==> src/rtl/tcr_pkg.sv <==
// Package for the capture/reload timer: register map, fields, resets.
// Assumes a 32-bit APB slave with one register per aligned word.
package tcr_pkg;
    // -------------------------------------------------------------------
    // Register byte addresses
    // -------------------------------------------------------------------
    localparam logic [11:0] ADDR_CTRL = 12'h0C8;
    localparam logic [11:0] ADDR_MODE = 12'h0CC;
    localparam logic [11:0] ADDR_CRL = 12'h0D0;
    localparam logic [11:0] ADDR_CRH = 12'h0D4;
    localparam logic [11:0] ADDR_CNTL = 12'h0D8;
    localparam logic [11:0] ADDR_CNTH = 12'h0DC;
    localparam logic [11:0] ADDR_IRQ_STAT = 12'h0E0;
    localparam logic [11:0] ADDR_IRQ_MASK = 12'h0E4;
    localparam logic [11:0] ADDR_SER_STAT = 12'h0E8;
    // -------------------------------------------------------------------
    // Control fields
    // -------------------------------------------------------------------
    localparam int CTRL_OVF = 7;
    localparam int CTRL_EXT = 6;
    localparam int CTRL_RXCLK = 5;
    localparam int CTRL_TXCLK = 4;
    localparam int CTRL_TRIG_EN = 3;
    localparam int CTRL_RUN = 2;
    localparam int CTRL_SRC = 1;
    localparam int CTRL_CAP = 0;
    localparam int MODE_UPDN = 0;
    // Interrupt status bits
    localparam int IRQ_OVF = 0;
    localparam int IRQ_EXT = 1;
    localparam int IRQ_CAPT = 2;
    localparam int IRQ_WIDTH = 3;
    // -------------------------------------------------------------------
    // Reset values
    // -------------------------------------------------------------------
    localparam logic [7:0] RST_CTRL = 8'h00;
    localparam logic [7:0] RST_MODE = 8'h00;
    localparam logic [7:0] RST_BYTE = 8'h00;
    localparam logic [2:0] RST_IRQ = 3'h0;
    // Machine cycle length in core clocks
    localparam int MACHINE_CYCLE_CLKS = 12;
endpackage

==> src/rtl/tcr_timer.sv <==
// Third 16-bit timer/counter with capture and auto-reload, APB slave.
// Assumes pins are asynchronous and software uses APB to reach registers.
//
// Summary of operation
// - Overflow sets flag; only software clears it
// - No overflow flag while a serial clock select set
// - Trigger edge capture/reload sets external event flag
// - External event flag requests timer interrupt
// - Up/down mode: external flag raises no interrupt
// - Receive clock select routes overflows to receiver
// - Transmit clock select routes overflows to transmitter
// - Trigger enable allows edge events, else ignored
// - Run bit runs timer, clear holds count except on a trigger edge reload
// - Source select: internal timing or count pin edges
// - Capture mode latches count on trigger edge
// - Reload mode reloads on up-count overflow or, outside up/down mode, trigger edge
// - Serial clocking forces reload on overflow
// - Capture/reload bytes form one 16-bit value
// - Control at 0C8H, resets to zero
// - Trigger pin also direction; count pin counts
//
// Register access over APB was chosen for this implementation.
`timescale 1ns/1ps
module tcr_timer #(
    parameter int CYCLE_CLKS = tcr_pkg::MACHINE_CYCLE_CLKS
) (
    input wire logic CLK_SYS,
    input wire logic NRST,
    input wire logic PSEL,
    input wire logic PENABLE,
    input wire logic PWRITE,
    input wire logic [11:0] PADDR,
    input wire logic [31:0] PWDATA,
    output logic [31:0] PRDATA,
    output logic PREADY,
    output logic PSLVERR,
    input wire logic COUNT_PIN,
    input wire logic TRIGGER_PIN,
    input wire logic T1_OVERFLOW,
    output logic RX_BAUD_TICK,
    output logic TX_BAUD_TICK,
    output logic TIMER_IRQ,
    output logic IRQ
);
    import tcr_pkg::*;

    if (CYCLE_CLKS < 1 || CYCLE_CLKS > 255) begin : g_bad_cycle_clks
        $error("CYCLE_CLKS out of range");
    end

    // -------------------------------------------------------------------
    // Pin synchronisers and edge detect
    // -------------------------------------------------------------------
    logic [2:0] cnt_sync_r;
    logic [2:0] trg_sync_r;
    logic cnt_level_r;
    logic trg_level_r;
    wire cnt_fall = cnt_level_r & ~cnt_sync_r[2] & ~cnt_sync_r[1];
    wire trg_fall = trg_level_r & ~trg_sync_r[2] & ~trg_sync_r[1];
    wire cnt_rise = ~cnt_level_r & cnt_sync_r[2] & cnt_sync_r[1];
    wire trg_rise = ~trg_level_r & trg_sync_r[2] & trg_sync_r[1];

    always_ff @(posedge CLK_SYS) begin
        cnt_sync_r <= {cnt_sync_r[1:0], COUNT_PIN};
        trg_sync_r <= {trg_sync_r[1:0], TRIGGER_PIN};
        if (!NRST) begin
            cnt_level_r <= 1'b1;
            trg_level_r <= 1'b1;
        end else begin
            if (cnt_fall || cnt_rise) begin
                cnt_level_r <= ~cnt_level_r;
            end
            if (trg_fall || trg_rise) begin
                trg_level_r <= ~trg_level_r;
            end
        end
    end

    // -------------------------------------------------------------------
    // Registers
    // -------------------------------------------------------------------
    logic [7:0] ctrl_r;
    logic [7:0] mode_r;
    logic [15:0] cnt_r;
    logic [15:0] cap_r;
    logic [7:0] pre_r;
    logic [IRQ_WIDTH-1:0] ist_r;
    logic [IRQ_WIDTH-1:0] imask_r;

    wire serial_clk = ctrl_r[CTRL_RXCLK] | ctrl_r[CTRL_TXCLK];
    wire up_down = mode_r[MODE_UPDN];

    // Machine cycle prescaler
    wire mc_tick = (pre_r == 8'(CYCLE_CLKS - 1));
    wire [7:0] pre_nxt = mc_tick ? 8'h00 : pre_r + 8'h01;

    // Count enable and direction; trigger pin is direction in up/down
    wire src_tick = ctrl_r[CTRL_SRC] ? cnt_fall : mc_tick;
    wire inc = ctrl_r[CTRL_RUN] & src_tick;
    wire count_down = up_down & ~serial_clk & ~trg_level_r;
    wire ovf_up = inc & ~count_down & (cnt_r == 16'hFFFF);
    wire ovf_dn = inc & count_down & (cnt_r == cap_r);
    wire ovf = ovf_up | ovf_dn;

    // Trigger events, ignored while clocking the serial port
    wire trg_evt = trg_fall & ctrl_r[CTRL_TRIG_EN] & ~serial_clk
                 & ~up_down;
    wire cap_mode = ctrl_r[CTRL_CAP] & ~serial_clk;
    wire do_capture = trg_evt & cap_mode;
    wire do_reload = (ovf_up & ~cap_mode) | (trg_evt & ~cap_mode);

    // -------------------------------------------------------------------
    // APB decode
    // -------------------------------------------------------------------
    wire wr_en = PSEL & PENABLE & PWRITE;
    wire rd_en = PSEL & PENABLE & ~PWRITE;
    wire hit_ctrl = (PADDR == ADDR_CTRL);
    wire hit_mode = (PADDR == ADDR_MODE);
    wire hit_crl = (PADDR == ADDR_CRL);
    wire hit_crh = (PADDR == ADDR_CRH);
    wire hit_cntl = (PADDR == ADDR_CNTL);
    wire hit_cnth = (PADDR == ADDR_CNTH);
    wire hit_ist = (PADDR == ADDR_IRQ_STAT);
    wire hit_imask = (PADDR == ADDR_IRQ_MASK);
    wire hit_ser = (PADDR == ADDR_SER_STAT);
    wire mapped = hit_ctrl | hit_mode | hit_crl | hit_crh | hit_cntl
                | hit_cnth | hit_ist | hit_imask | hit_ser;
    wire [7:0] wbyte = PWDATA[7:0];

    // Read mux
    wire [7:0] rd_byte =
        hit_ctrl ? ctrl_r :
        hit_mode ? mode_r :
        hit_crl ? cap_r[7:0] :
        hit_crh ? cap_r[15:8] :
        hit_cntl ? cnt_r[7:0] :
        hit_cnth ? cnt_r[15:8] :
        hit_ist ? {5'h00, ist_r} :
        hit_imask ? {5'h00, imask_r} :
        hit_ser ? {6'h00, ctrl_r[CTRL_RXCLK], ctrl_r[CTRL_TXCLK]} :
        8'h00;

    // -------------------------------------------------------------------
    // Control register: flags set win over a software write
    // -------------------------------------------------------------------
    wire set_ovf = ovf & ~serial_clk;
    wire set_ext = trg_evt & (do_capture | do_reload);
    wire [7:0] ctrl_wr = (wr_en && hit_ctrl) ? wbyte : ctrl_r;
    wire [7:0] ctrl_nxt = {ctrl_wr[7] | set_ovf,
                           ctrl_wr[6] | set_ext,
                           ctrl_wr[5:0]};

    // Counter next value; software writes lose to hardware activity
    wire [15:0] cnt_step = count_down ? cnt_r - 16'h0001
                                      : cnt_r + 16'h0001;
    wire [15:0] cnt_nxt =
        do_reload ? cap_r :
        ovf_dn ? 16'hFFFF :
        inc ? cnt_step :
        (wr_en && hit_cntl) ? {cnt_r[15:8], wbyte} :
        (wr_en && hit_cnth) ? {wbyte, cnt_r[7:0]} :
        cnt_r;

    wire [15:0] cap_nxt =
        do_capture ? cnt_r :
        (wr_en && hit_crl) ? {cap_r[15:8], wbyte} :
        (wr_en && hit_crh) ? {wbyte, cap_r[7:0]} :
        cap_r;

    wire [IRQ_WIDTH-1:0] ist_evt = {do_capture, set_ext, set_ovf};
    wire [IRQ_WIDTH-1:0] ist_clr = (wr_en && hit_ist) ?
                                   PWDATA[IRQ_WIDTH-1:0] : '0;
    wire [IRQ_WIDTH-1:0] ist_nxt = (ist_r & ~ist_clr) | ist_evt;

    // Timer interrupt request; external flag masked in up/down mode
    wire timer_irq_nxt = ctrl_nxt[CTRL_OVF] |
                         (ctrl_nxt[CTRL_EXT] & ~up_down);

    always_ff @(posedge CLK_SYS) begin
        if (!NRST) begin
            ctrl_r <= RST_CTRL;
            mode_r <= RST_MODE;
            cnt_r <= {RST_BYTE, RST_BYTE};
            cap_r <= {RST_BYTE, RST_BYTE};
            pre_r <= 8'h00;
            ist_r <= RST_IRQ;
            imask_r <= RST_IRQ;
        end else begin
            ctrl_r <= ctrl_nxt;
            mode_r <= (wr_en && hit_mode) ? {7'h00, wbyte[0]} : mode_r;
            cnt_r <= cnt_nxt;
            cap_r <= cap_nxt;
            pre_r <= pre_nxt;
            ist_r <= ist_nxt;
            imask_r <= (wr_en && hit_imask) ?
                       PWDATA[IRQ_WIDTH-1:0] : imask_r;
        end
    end

    // -------------------------------------------------------------------
    // Outputs
    // -------------------------------------------------------------------
    always_ff @(posedge CLK_SYS) begin
        if (!NRST) begin
            PRDATA <= 32'h0000_0000;
            PREADY <= 1'b0;
            PSLVERR <= 1'b0;
            RX_BAUD_TICK <= 1'b0;
            TX_BAUD_TICK <= 1'b0;
            TIMER_IRQ <= 1'b0;
            IRQ <= 1'b0;
        end else begin
            PREADY <= PSEL & ~PENABLE;
            PSLVERR <= PSEL & ~PENABLE & ~mapped;
            PRDATA <= (PSEL && !PENABLE && !PWRITE) ?
                      {24'h000000, rd_byte} : PRDATA;
            RX_BAUD_TICK <= ctrl_r[CTRL_RXCLK] ? ovf : T1_OVERFLOW;
            TX_BAUD_TICK <= ctrl_r[CTRL_TXCLK] ? ovf : T1_OVERFLOW;
            TIMER_IRQ <= timer_irq_nxt;
            IRQ <= |(ist_nxt & imask_r);
        end
    end

    // -------------------------------------------------------------------
    // Assertions
    // -------------------------------------------------------------------
    a_ovf_sets_flag: assert property (
        @(posedge CLK_SYS) disable iff (!NRST)
        set_ovf |=> ctrl_r[CTRL_OVF])
        else $error("overflow flag not set");
    a_ovf_flag_sticky: assert property (
        @(posedge CLK_SYS) disable iff (!NRST)
        ctrl_r[CTRL_OVF] && !(wr_en && hit_ctrl) |=> ctrl_r[CTRL_OVF])
        else $error("overflow flag cleared by hardware");
    a_no_ovf_serial: assert property (
        @(posedge CLK_SYS) disable iff (!NRST)
        serial_clk && !ctrl_r[CTRL_OVF] && !(wr_en && hit_ctrl)
        |=> !ctrl_r[CTRL_OVF])
        else $error("overflow flag set while serial clocking");
    a_ext_flag_set: assert property (
        @(posedge CLK_SYS) disable iff (!NRST)
        trg_evt |=> ctrl_r[CTRL_EXT])
        else $error("external flag not set on trigger");
    a_ext_irq_updn: assert property (
        @(posedge CLK_SYS) disable iff (!NRST)
        up_down && !ctrl_r[CTRL_OVF] && !set_ovf |=> !TIMER_IRQ
            || ctrl_r[CTRL_OVF])
        else $error("external flag raised irq in up/down mode");
    a_run_hold: assert property (
        @(posedge CLK_SYS) disable iff (!NRST)
        !ctrl_r[CTRL_RUN] && !wr_en && !trg_evt |=> $stable(cnt_r))
        else $error("count moved while stopped");
    a_capture_value: assert property (
        @(posedge CLK_SYS) disable iff (!NRST)
        do_capture |=> cap_r == $past(cnt_r))
        else $error("capture value wrong");
    a_reload_value: assert property (
        @(posedge CLK_SYS) disable iff (!NRST)
        ovf_up && !cap_mode |=> cnt_r == $past(cap_r))
        else $error("reload on overflow missing");
    a_tx_baud_src: assert property (
        @(posedge CLK_SYS) disable iff (!NRST)
        ctrl_r[CTRL_TXCLK] && ovf |=> TX_BAUD_TICK)
        else $error("transmit baud tick missing");
    a_tx_baud_t1: assert property (
        @(posedge CLK_SYS) disable iff (!NRST)
        !ctrl_r[CTRL_TXCLK] |=> TX_BAUD_TICK == $past(T1_OVERFLOW))
        else $error("transmit tick not from other timer");
    a_rx_baud_src: assert property (
        @(posedge CLK_SYS) disable iff (!NRST)
        ctrl_r[CTRL_RXCLK] && ovf |=> RX_BAUD_TICK)
        else $error("receive baud tick missing");
    a_rx_baud_t1: assert property (
        @(posedge CLK_SYS) disable iff (!NRST)
        !ctrl_r[CTRL_RXCLK] |=> RX_BAUD_TICK == $past(T1_OVERFLOW))
        else $error("receive tick not from other timer");
    a_ext_flag_sticky: assert property (
        @(posedge CLK_SYS) disable iff (!NRST)
        ctrl_r[CTRL_EXT] && !(wr_en && hit_ctrl) |=> ctrl_r[CTRL_EXT])
        else $error("external flag cleared by hardware");
    a_ovf_cleared_sw: assert property (
        @(posedge CLK_SYS) disable iff (!NRST)
        $fell(ctrl_r[CTRL_OVF]) |-> $past(wr_en && hit_ctrl))
        else $error("overflow flag fell without a write");
    a_ext_cleared_sw: assert property (
        @(posedge CLK_SYS) disable iff (!NRST)
        $fell(ctrl_r[CTRL_EXT]) |-> $past(wr_en && hit_ctrl))
        else $error("external flag fell without a write");
    a_ext_irq_req: assert property (
        @(posedge CLK_SYS) disable iff (!NRST)
        ctrl_r[CTRL_EXT] && !up_down && !wr_en |=> TIMER_IRQ)
        else $error("external flag raised no request");
    a_ovf_irq_req: assert property (
        @(posedge CLK_SYS) disable iff (!NRST)
        ctrl_r[CTRL_OVF] && !(wr_en && hit_ctrl) |=> TIMER_IRQ)
        else $error("overflow flag raised no request");
    a_trig_ignored: assert property (
        @(posedge CLK_SYS) disable iff (!NRST)
        !ctrl_r[CTRL_TRIG_EN] && !ctrl_r[CTRL_EXT] && !wr_en
        |=> !ctrl_r[CTRL_EXT])
        else $error("trigger edge used while disabled");
    a_src_internal: assert property (
        @(posedge CLK_SYS) disable iff (!NRST)
        !ctrl_r[CTRL_SRC] && !mc_tick && !do_reload && !wr_en
        |=> $stable(cnt_r))
        else $error("count moved off the machine cycle");
    a_src_pin: assert property (
        @(posedge CLK_SYS) disable iff (!NRST)
        ctrl_r[CTRL_SRC] && !cnt_fall && !do_reload && !wr_en
        |=> $stable(cnt_r))
        else $error("count moved without a pin edge");
    a_timer_step: assert property (
        @(posedge CLK_SYS) disable iff (!NRST)
        inc && !count_down && !do_reload
        |=> cnt_r == $past(cnt_r) + 16'h0001)
        else $error("count did not step by one");
    a_serial_reload: assert property (
        @(posedge CLK_SYS) disable iff (!NRST)
        serial_clk && ovf_up |=> cnt_r == $past(cap_r))
        else $error("serial clocking did not reload");
    a_capture_hold: assert property (
        @(posedge CLK_SYS) disable iff (!NRST)
        !do_capture && !(wr_en && (hit_crl || hit_crh))
        |=> $stable(cap_r))
        else $error("capture value moved");
    a_capture_status: assert property (
        @(posedge CLK_SYS) disable iff (!NRST)
        do_capture |=> ist_r[IRQ_CAPT])
        else $error("capture status not set");
    a_ovf_status: assert property (
        @(posedge CLK_SYS) disable iff (!NRST)
        set_ovf |=> ist_r[IRQ_OVF])
        else $error("overflow status not set");
    a_ext_status: assert property (
        @(posedge CLK_SYS) disable iff (!NRST)
        set_ext |=> ist_r[IRQ_EXT])
        else $error("external status not set");
    a_status_sticky: assert property (
        @(posedge CLK_SYS) disable iff (!NRST)
        ist_r[IRQ_OVF] && !(wr_en && hit_ist) |=> ist_r[IRQ_OVF])
        else $error("overflow status lost");
    a_ctrl_write: assert property (
        @(posedge CLK_SYS) disable iff (!NRST)
        wr_en && hit_ctrl && !set_ovf && !set_ext
        |=> ctrl_r == $past(wbyte))
        else $error("control write not taken");

    // -------------------------------------------------------------------
    // Bus and interrupt line checks
    // -------------------------------------------------------------------
    a_slverr_unmapped: assert property (
        @(posedge CLK_SYS) disable iff (!NRST)
        PSEL && !PENABLE && !mapped |=> PSLVERR)
        else $error("no error on unmapped address");
    a_slverr_mapped: assert property (
        @(posedge CLK_SYS) disable iff (!NRST)
        PSEL && !PENABLE && mapped |=> !PSLVERR)
        else $error("error on mapped address");
    a_ready_pulse: assert property (
        @(posedge CLK_SYS) disable iff (!NRST)
        PSEL && !PENABLE |=> PREADY)
        else $error("ready missing in access phase");
    a_ready_single: assert property (
        @(posedge CLK_SYS) disable iff (!NRST)
        PREADY |=> !PREADY)
        else $error("ready held past one cycle");
    a_ready_idle: assert property (
        @(posedge CLK_SYS) disable iff (!NRST)
        !PSEL |=> !PREADY)
        else $error("ready without a request");
    a_prdata_hold: assert property (
        @(posedge CLK_SYS) disable iff (!NRST)
        !(PSEL && !PENABLE && !PWRITE) |=> $stable(PRDATA))
        else $error("read data moved between reads");
    a_read_upper: assert property (
        @(posedge CLK_SYS) disable iff (!NRST)
        rd_en |-> PRDATA[31:8] == 24'h000000)
        else $error("read data upper bits set");
    a_irq_masked: assert property (
        @(posedge CLK_SYS) disable iff (!NRST)
        imask_r == '0 && !(wr_en && hit_imask) |=> !IRQ)
        else $error("interrupt with all sources masked");
endmodule // tcr_timer

==> config.mk <==
export PLATFORM = sky130hd
export DESIGN_NAME = tcr_timer
export DESIGN_NICKNAME = d
export VERILOG_FILES = /design/src/rtl/tcr_pkg.sv /design/src/rtl/tcr_timer.sv
export SDC_FILE = /design/constraint.sdc
export NUM_CORES = 1
export LEC_CHECK = 0
export ABC_AREA = 1
export BUFFER_PORTS_ARGS = -buffer_cell sky130_fd_sc_hd__buf_2
export CELL_PAD_IN_SITES_DETAIL_PLACEMENT = 1
export CELL_PAD_IN_SITES_GLOBAL_PLACEMENT = 2
export CORE_MARGIN = 2
export CORE_UTILIZATION = 30
export CTS_CLUSTER_SIZE = 25
export DETAILED_ROUTE_END_ITERATION = 8
export PLACE_DENSITY = 0.87
export SYNTH_ARGS = -nofsm -noshare
export SYNTH_HDL_FRONTEND = slang
export SYNTH_SLANG_ARGS = --single-unit
export TNS_END_PERCENT = 20
==> constraint.sdc <==
create_clock -name CLK_SYS -period 6.4 [get_ports CLK_SYS]
set_input_delay 0.64 -clock CLK_SYS [delete_from_list [all_inputs] [get_ports CLK_SYS]]
set_output_delay 0.64 -clock CLK_SYS [all_outputs]
set_load 0.01 [all_outputs]
==> results.py <==
metrics = {
    "synthesis": {
        "avgSynthCellArea_um2": 6.62,
        "syn_inst": 848,
        "synth_flop_cell": "dfxtp_1",
        "yosysTopAreaCell": "dfxtp_1",
        "ys_ff_latch": 77,
        "ys_seq_area_share_pct": 27.4,
        "synth_edf_count": 0,
        "synth_cell_types": 51,
        "ys_async_sr_fraction_pct": 0,
        "synthTopCellsByArea": "dfxtp_1 27%, nand2_1 10%, nand3_1 8.5%, inv_1 6.7%, a21oi_1 6.1%",
        "yosysWarnings": 0,
        "yosys.area.top_type_share_pct": 27.4,
        "netlist_area_mm2": 0.00562,
    },
    "route": {
        "ant_nets": 0,
        "via_per_inst": 5.07,
        "wl_per_cell_um": 17.3,
        "first_pass_iters": 4,
        "drt-initial-drc-count": 293,
        "drc_errors": 0,
        "drt_wl_total_um": 19400,
        "vias": 5683,
    },
    "layout": {
        "final_common_cell": "nand2_1",
        "finalNetCount": 949,
        "drive_gt1_share_pct": 14.7,
        "final_cell_area_mm2": 0.00621,
        "antennaDiodeCount": 0,
        "nFillCells": 2435,
        "synthToLayoutAreaGrowth_pct": 10.6,
        "final_cell_mix": "156 x nand2_1, 101 x inv_1, 95 x nand3_1",
    },
    "clocking": {
        "cts_tree": "built",
        "ctsResizeCount": 0,
        "holdBufCountCts": 0,
        "clk_latency_ns": 0.35,
        "cts_buffers": 9,
        "post_cts_buffers": 0,
        "cts-root-buf": "clkbuf_16",
        "clock_sinks": 77,
        "clkTransAtPathRegs_ns": 0.06,
        "clockBufferDepth": 2,
        "cts_max_level": 3,
    },
    "floorplan": {
        "io_pins": 90,
        "start_util_pct": 30.3,
        "die_x_um": 141,
        "die_y_um": 141,
        "fp-row-count": 50,
        "die_area_mm2": 0.0198,
        "core_mm2": 0.0185,
    },
    "sta": {
        "tns_ns": 0,
        "setup-violations-final": 0,
        "maxSlewHeadroom_pct": 49.3,
        "finClkSkew_ns": 0.00922,
        "rsz0062_at_grt": "no",
        "finalHoldViolCount": 0,
        "maxSlewViolCount": 0,
        "tightest_slew_ns": 0.758,
        "post-route-period-util_pct": 49.6,
        "finalCriticalPeriod_ns": 3.18,
        "clock.fmax_mhz": 315,
    },
    "placed_design": {
        "gp_congestion": 0.921,
        "port_buffers": 41,
        "dp_hpwl_um": 15000,
        "postPlaceCellArea_mm2": 0.00591,
    },
    "worst_setup_path": {
        "r2r_slack_ns": 3.22,
        "critPathMostFrequentCell": "nand2_1",
        "rr_endpoint": "cnt_r[1]$_SDFFE_PN0P_",
        "cp_max_fo": 24,
        "end_kind": "flop",
        "cp.arrival_ns": 3.45,
        "crit_chain": "ha_1 -> nand3_1 -> o21ai_1 -> nand3_2 -> o21ai_2 -> nand2_2 -> nand2_1 -> inv_1 -> nand2_1 -> nand2_1 -> a21oi_2",
        "r2r_cells": 11,
        "crit_family": "simple AND/OR/NAND/NOR gates",
        "cpMaxStageDelayCell": "o21ai_2",
        "r2r_start": "pre_r[0]$_SDFF_PP0_",
        "cp.required_ns": 6.68,
        "timing.critical_path.buf_inv": 1,
        "cpPeakStageDelay_ns": 0.73,
        "start_kind": "flop",
        "worstSetupPathType": "flop to flop",
    },
    "global_routing": {
        "track_usage_pct": 20.1,
        "grt_pass1_vias": 5570,
        "grt_max_degree": 31,
        "overflow": 0,
        "antenna_found_initial": 0,
        "grt_pass1_wl_um": 31100,
    },
    "worst_hold_path": {
        "worstHoldStart": "cnt_sync_r[0]$_DFF_P_",
        "min_to": "cnt_sync_r[1]$_DFF_P_",
        "min_path_type": "flop to flop",
        "holdPathStages": 0,
    },
    "status": {
        "outcome": "finished clean",
    },
    "power": {
        "p_leak_nw": 2.85,
        "ir_worst_vdd_v": 0.000160,
        "power.density_mw_per_mm2": 177,
    },
    "run": {
        "maxCapViolCount": 0,
    },
}
==> synth_stat cells (7+ instances only) <==
master and n:
buf_4 27, inv_2 22, a21oi_1 69, dfxtp_1 77, nand2_1 156, clkbuf_1 7
inv_1 101, a31oi_1 7, nand3_1 95, xor2_1 11, nor2_1 69, nor3_1 13
nor2_4 7, ha_1 15, o21ai_1 8, nand4_1 16, o21ai_0 55
==> power by group <==
group	switching, W	total [W]	leakage [nW]	internal, W
sequential	0.00000370	0.000490	0.625	0.000486
clock	0.000230	0.000538	0.151	0.000308
combinational	0.0000534	0.0000733	2.07	0.0000199
==> sequential cells by signal, summed over array words and instances (netlist names) <==
| register | cells |
|---|---|
| imask_r | 3 |
| trg_sync_r | 3 |
| mode_r | 1 |
| pre_r | 8 |
| cap_r | 16 |
| cnt_r | 16 |
| PSLVERR | 1 |
| IRQ | 1 |
| TIMER_IRQ | 1 |
| trg_level_r | 1 |
| RX_BAUD_TICK | 1 |
| cnt_sync_r | 3 |
| PRDATA | 8 |
| ctrl_r | 8 |
| ist_r | 3 |
| cnt_level_r | 1 |
| TX_BAUD_TICK | 1 |
| PREADY | 1 |
==> per-stage QoR <==
stage / total power, W / setup slack (ns) / utilization [%] / cells / hold slack, ns
finish: 0.00110 / 3.22 / 33.6 / 1120 / 0.328
global route: 0.00114 / 2.90 / 33.6 / 1120 / 0.332
CTS: 0.00111 / 3.20 / 33.6 / 1120 / 0.330
detailed placement: 0.000574 / 3.21 / 31.9 / 1104 / 0.314
global placement: 0.000573 / 3.26 / 31.9 / 1104 / 0.312
floorplan: 0.000554 / 4.27 / - / 871 / 0.310
==> cell families (layout without fill, tap and decap cells) <==
family / Yosys count / in the layout / synth area share, %
fa+ha+maj: 16 / 16 / 3.70
other cells: 1 / 24 / 0.0668
xor+xnor: 15 / 15 / 2.34
compound gates: 171 / 171 / 17.1
flops: 77 / 77 / 27.4
buf+inv: 171 / 186 / 14.2
simple gates: 397 / 397 / 35.2
==> cell type report <==
cell class,count,area (um2),area share (%)
Timing Repair Buffer,42,213,3.42
Sequential cell,77,1540,24.8
Clock inverter,7,82.6,1.33
Inverter,128,493,7.93
Tap cell,234,293,4.71
Clock buffer,9,225,3.62
Multi-Input combinational cell,623,3370,54.2
==> worst register-to-register path, cell delays in order, from the launching register on <==
cell and delay, ns:
dfxtp_1 0.36, ha_1 0.23, nand3_1 0.11, o21ai_1 0.17
nand3_2 0.50, o21ai_2 0.75, nand2_2 0.37, nand2_1 0.30
inv_1 0.09, nand2_1 0.06, nand2_1 0.06, a21oi_2 0.10
==> worst max-delay path by stage <==
| stage | cells past startpoint | slack [ns] | end | startpoint |
|---|---|---|---|---|
| after floorplan | 17 | 4.27 | cnt_r[9]$_SDFFE_PN0P_ | mode_r[0]$_SDFFE_PN0P_ |
| after global placement | 11 | 3.26 | cnt_r[0]$_SDFFE_PN0P_ | pre_r[0]$_SDFF_PP0_ |
| after detailed placement | 11 | 3.21 | cnt_r[0]$_SDFFE_PN0P_ | pre_r[0]$_SDFF_PP0_ |
| after CTS | 11 | 3.20 | cnt_r[0]$_SDFFE_PN0P_ | pre_r[0]$_SDFF_PP0_ |
| after global routing | 11 | 2.90 | cnt_r[0]$_SDFFE_PN0P_ | pre_r[0]$_SDFF_PP0_ |
| final | 11 | 3.22 | cnt_r[1]$_SDFFE_PN0P_ | pre_r[0]$_SDFF_PP0_ |
==> layer usage <==
| metal | global-route usage [%] | up-vias | part of all wire (%) |
|---|---|---|---|
| met5 | 0 | - | 0 |
| met4 | 5.74 | 0 | 1.9 |
| met3 | 2.89 | 23 | 4.0 |
| met2 | 32.8 | 111 | 45 |
| met1 | 27.7 | 2718 | 49 |
| li1 | - | 2831 | - |
(Power assumes the default switching activity.)
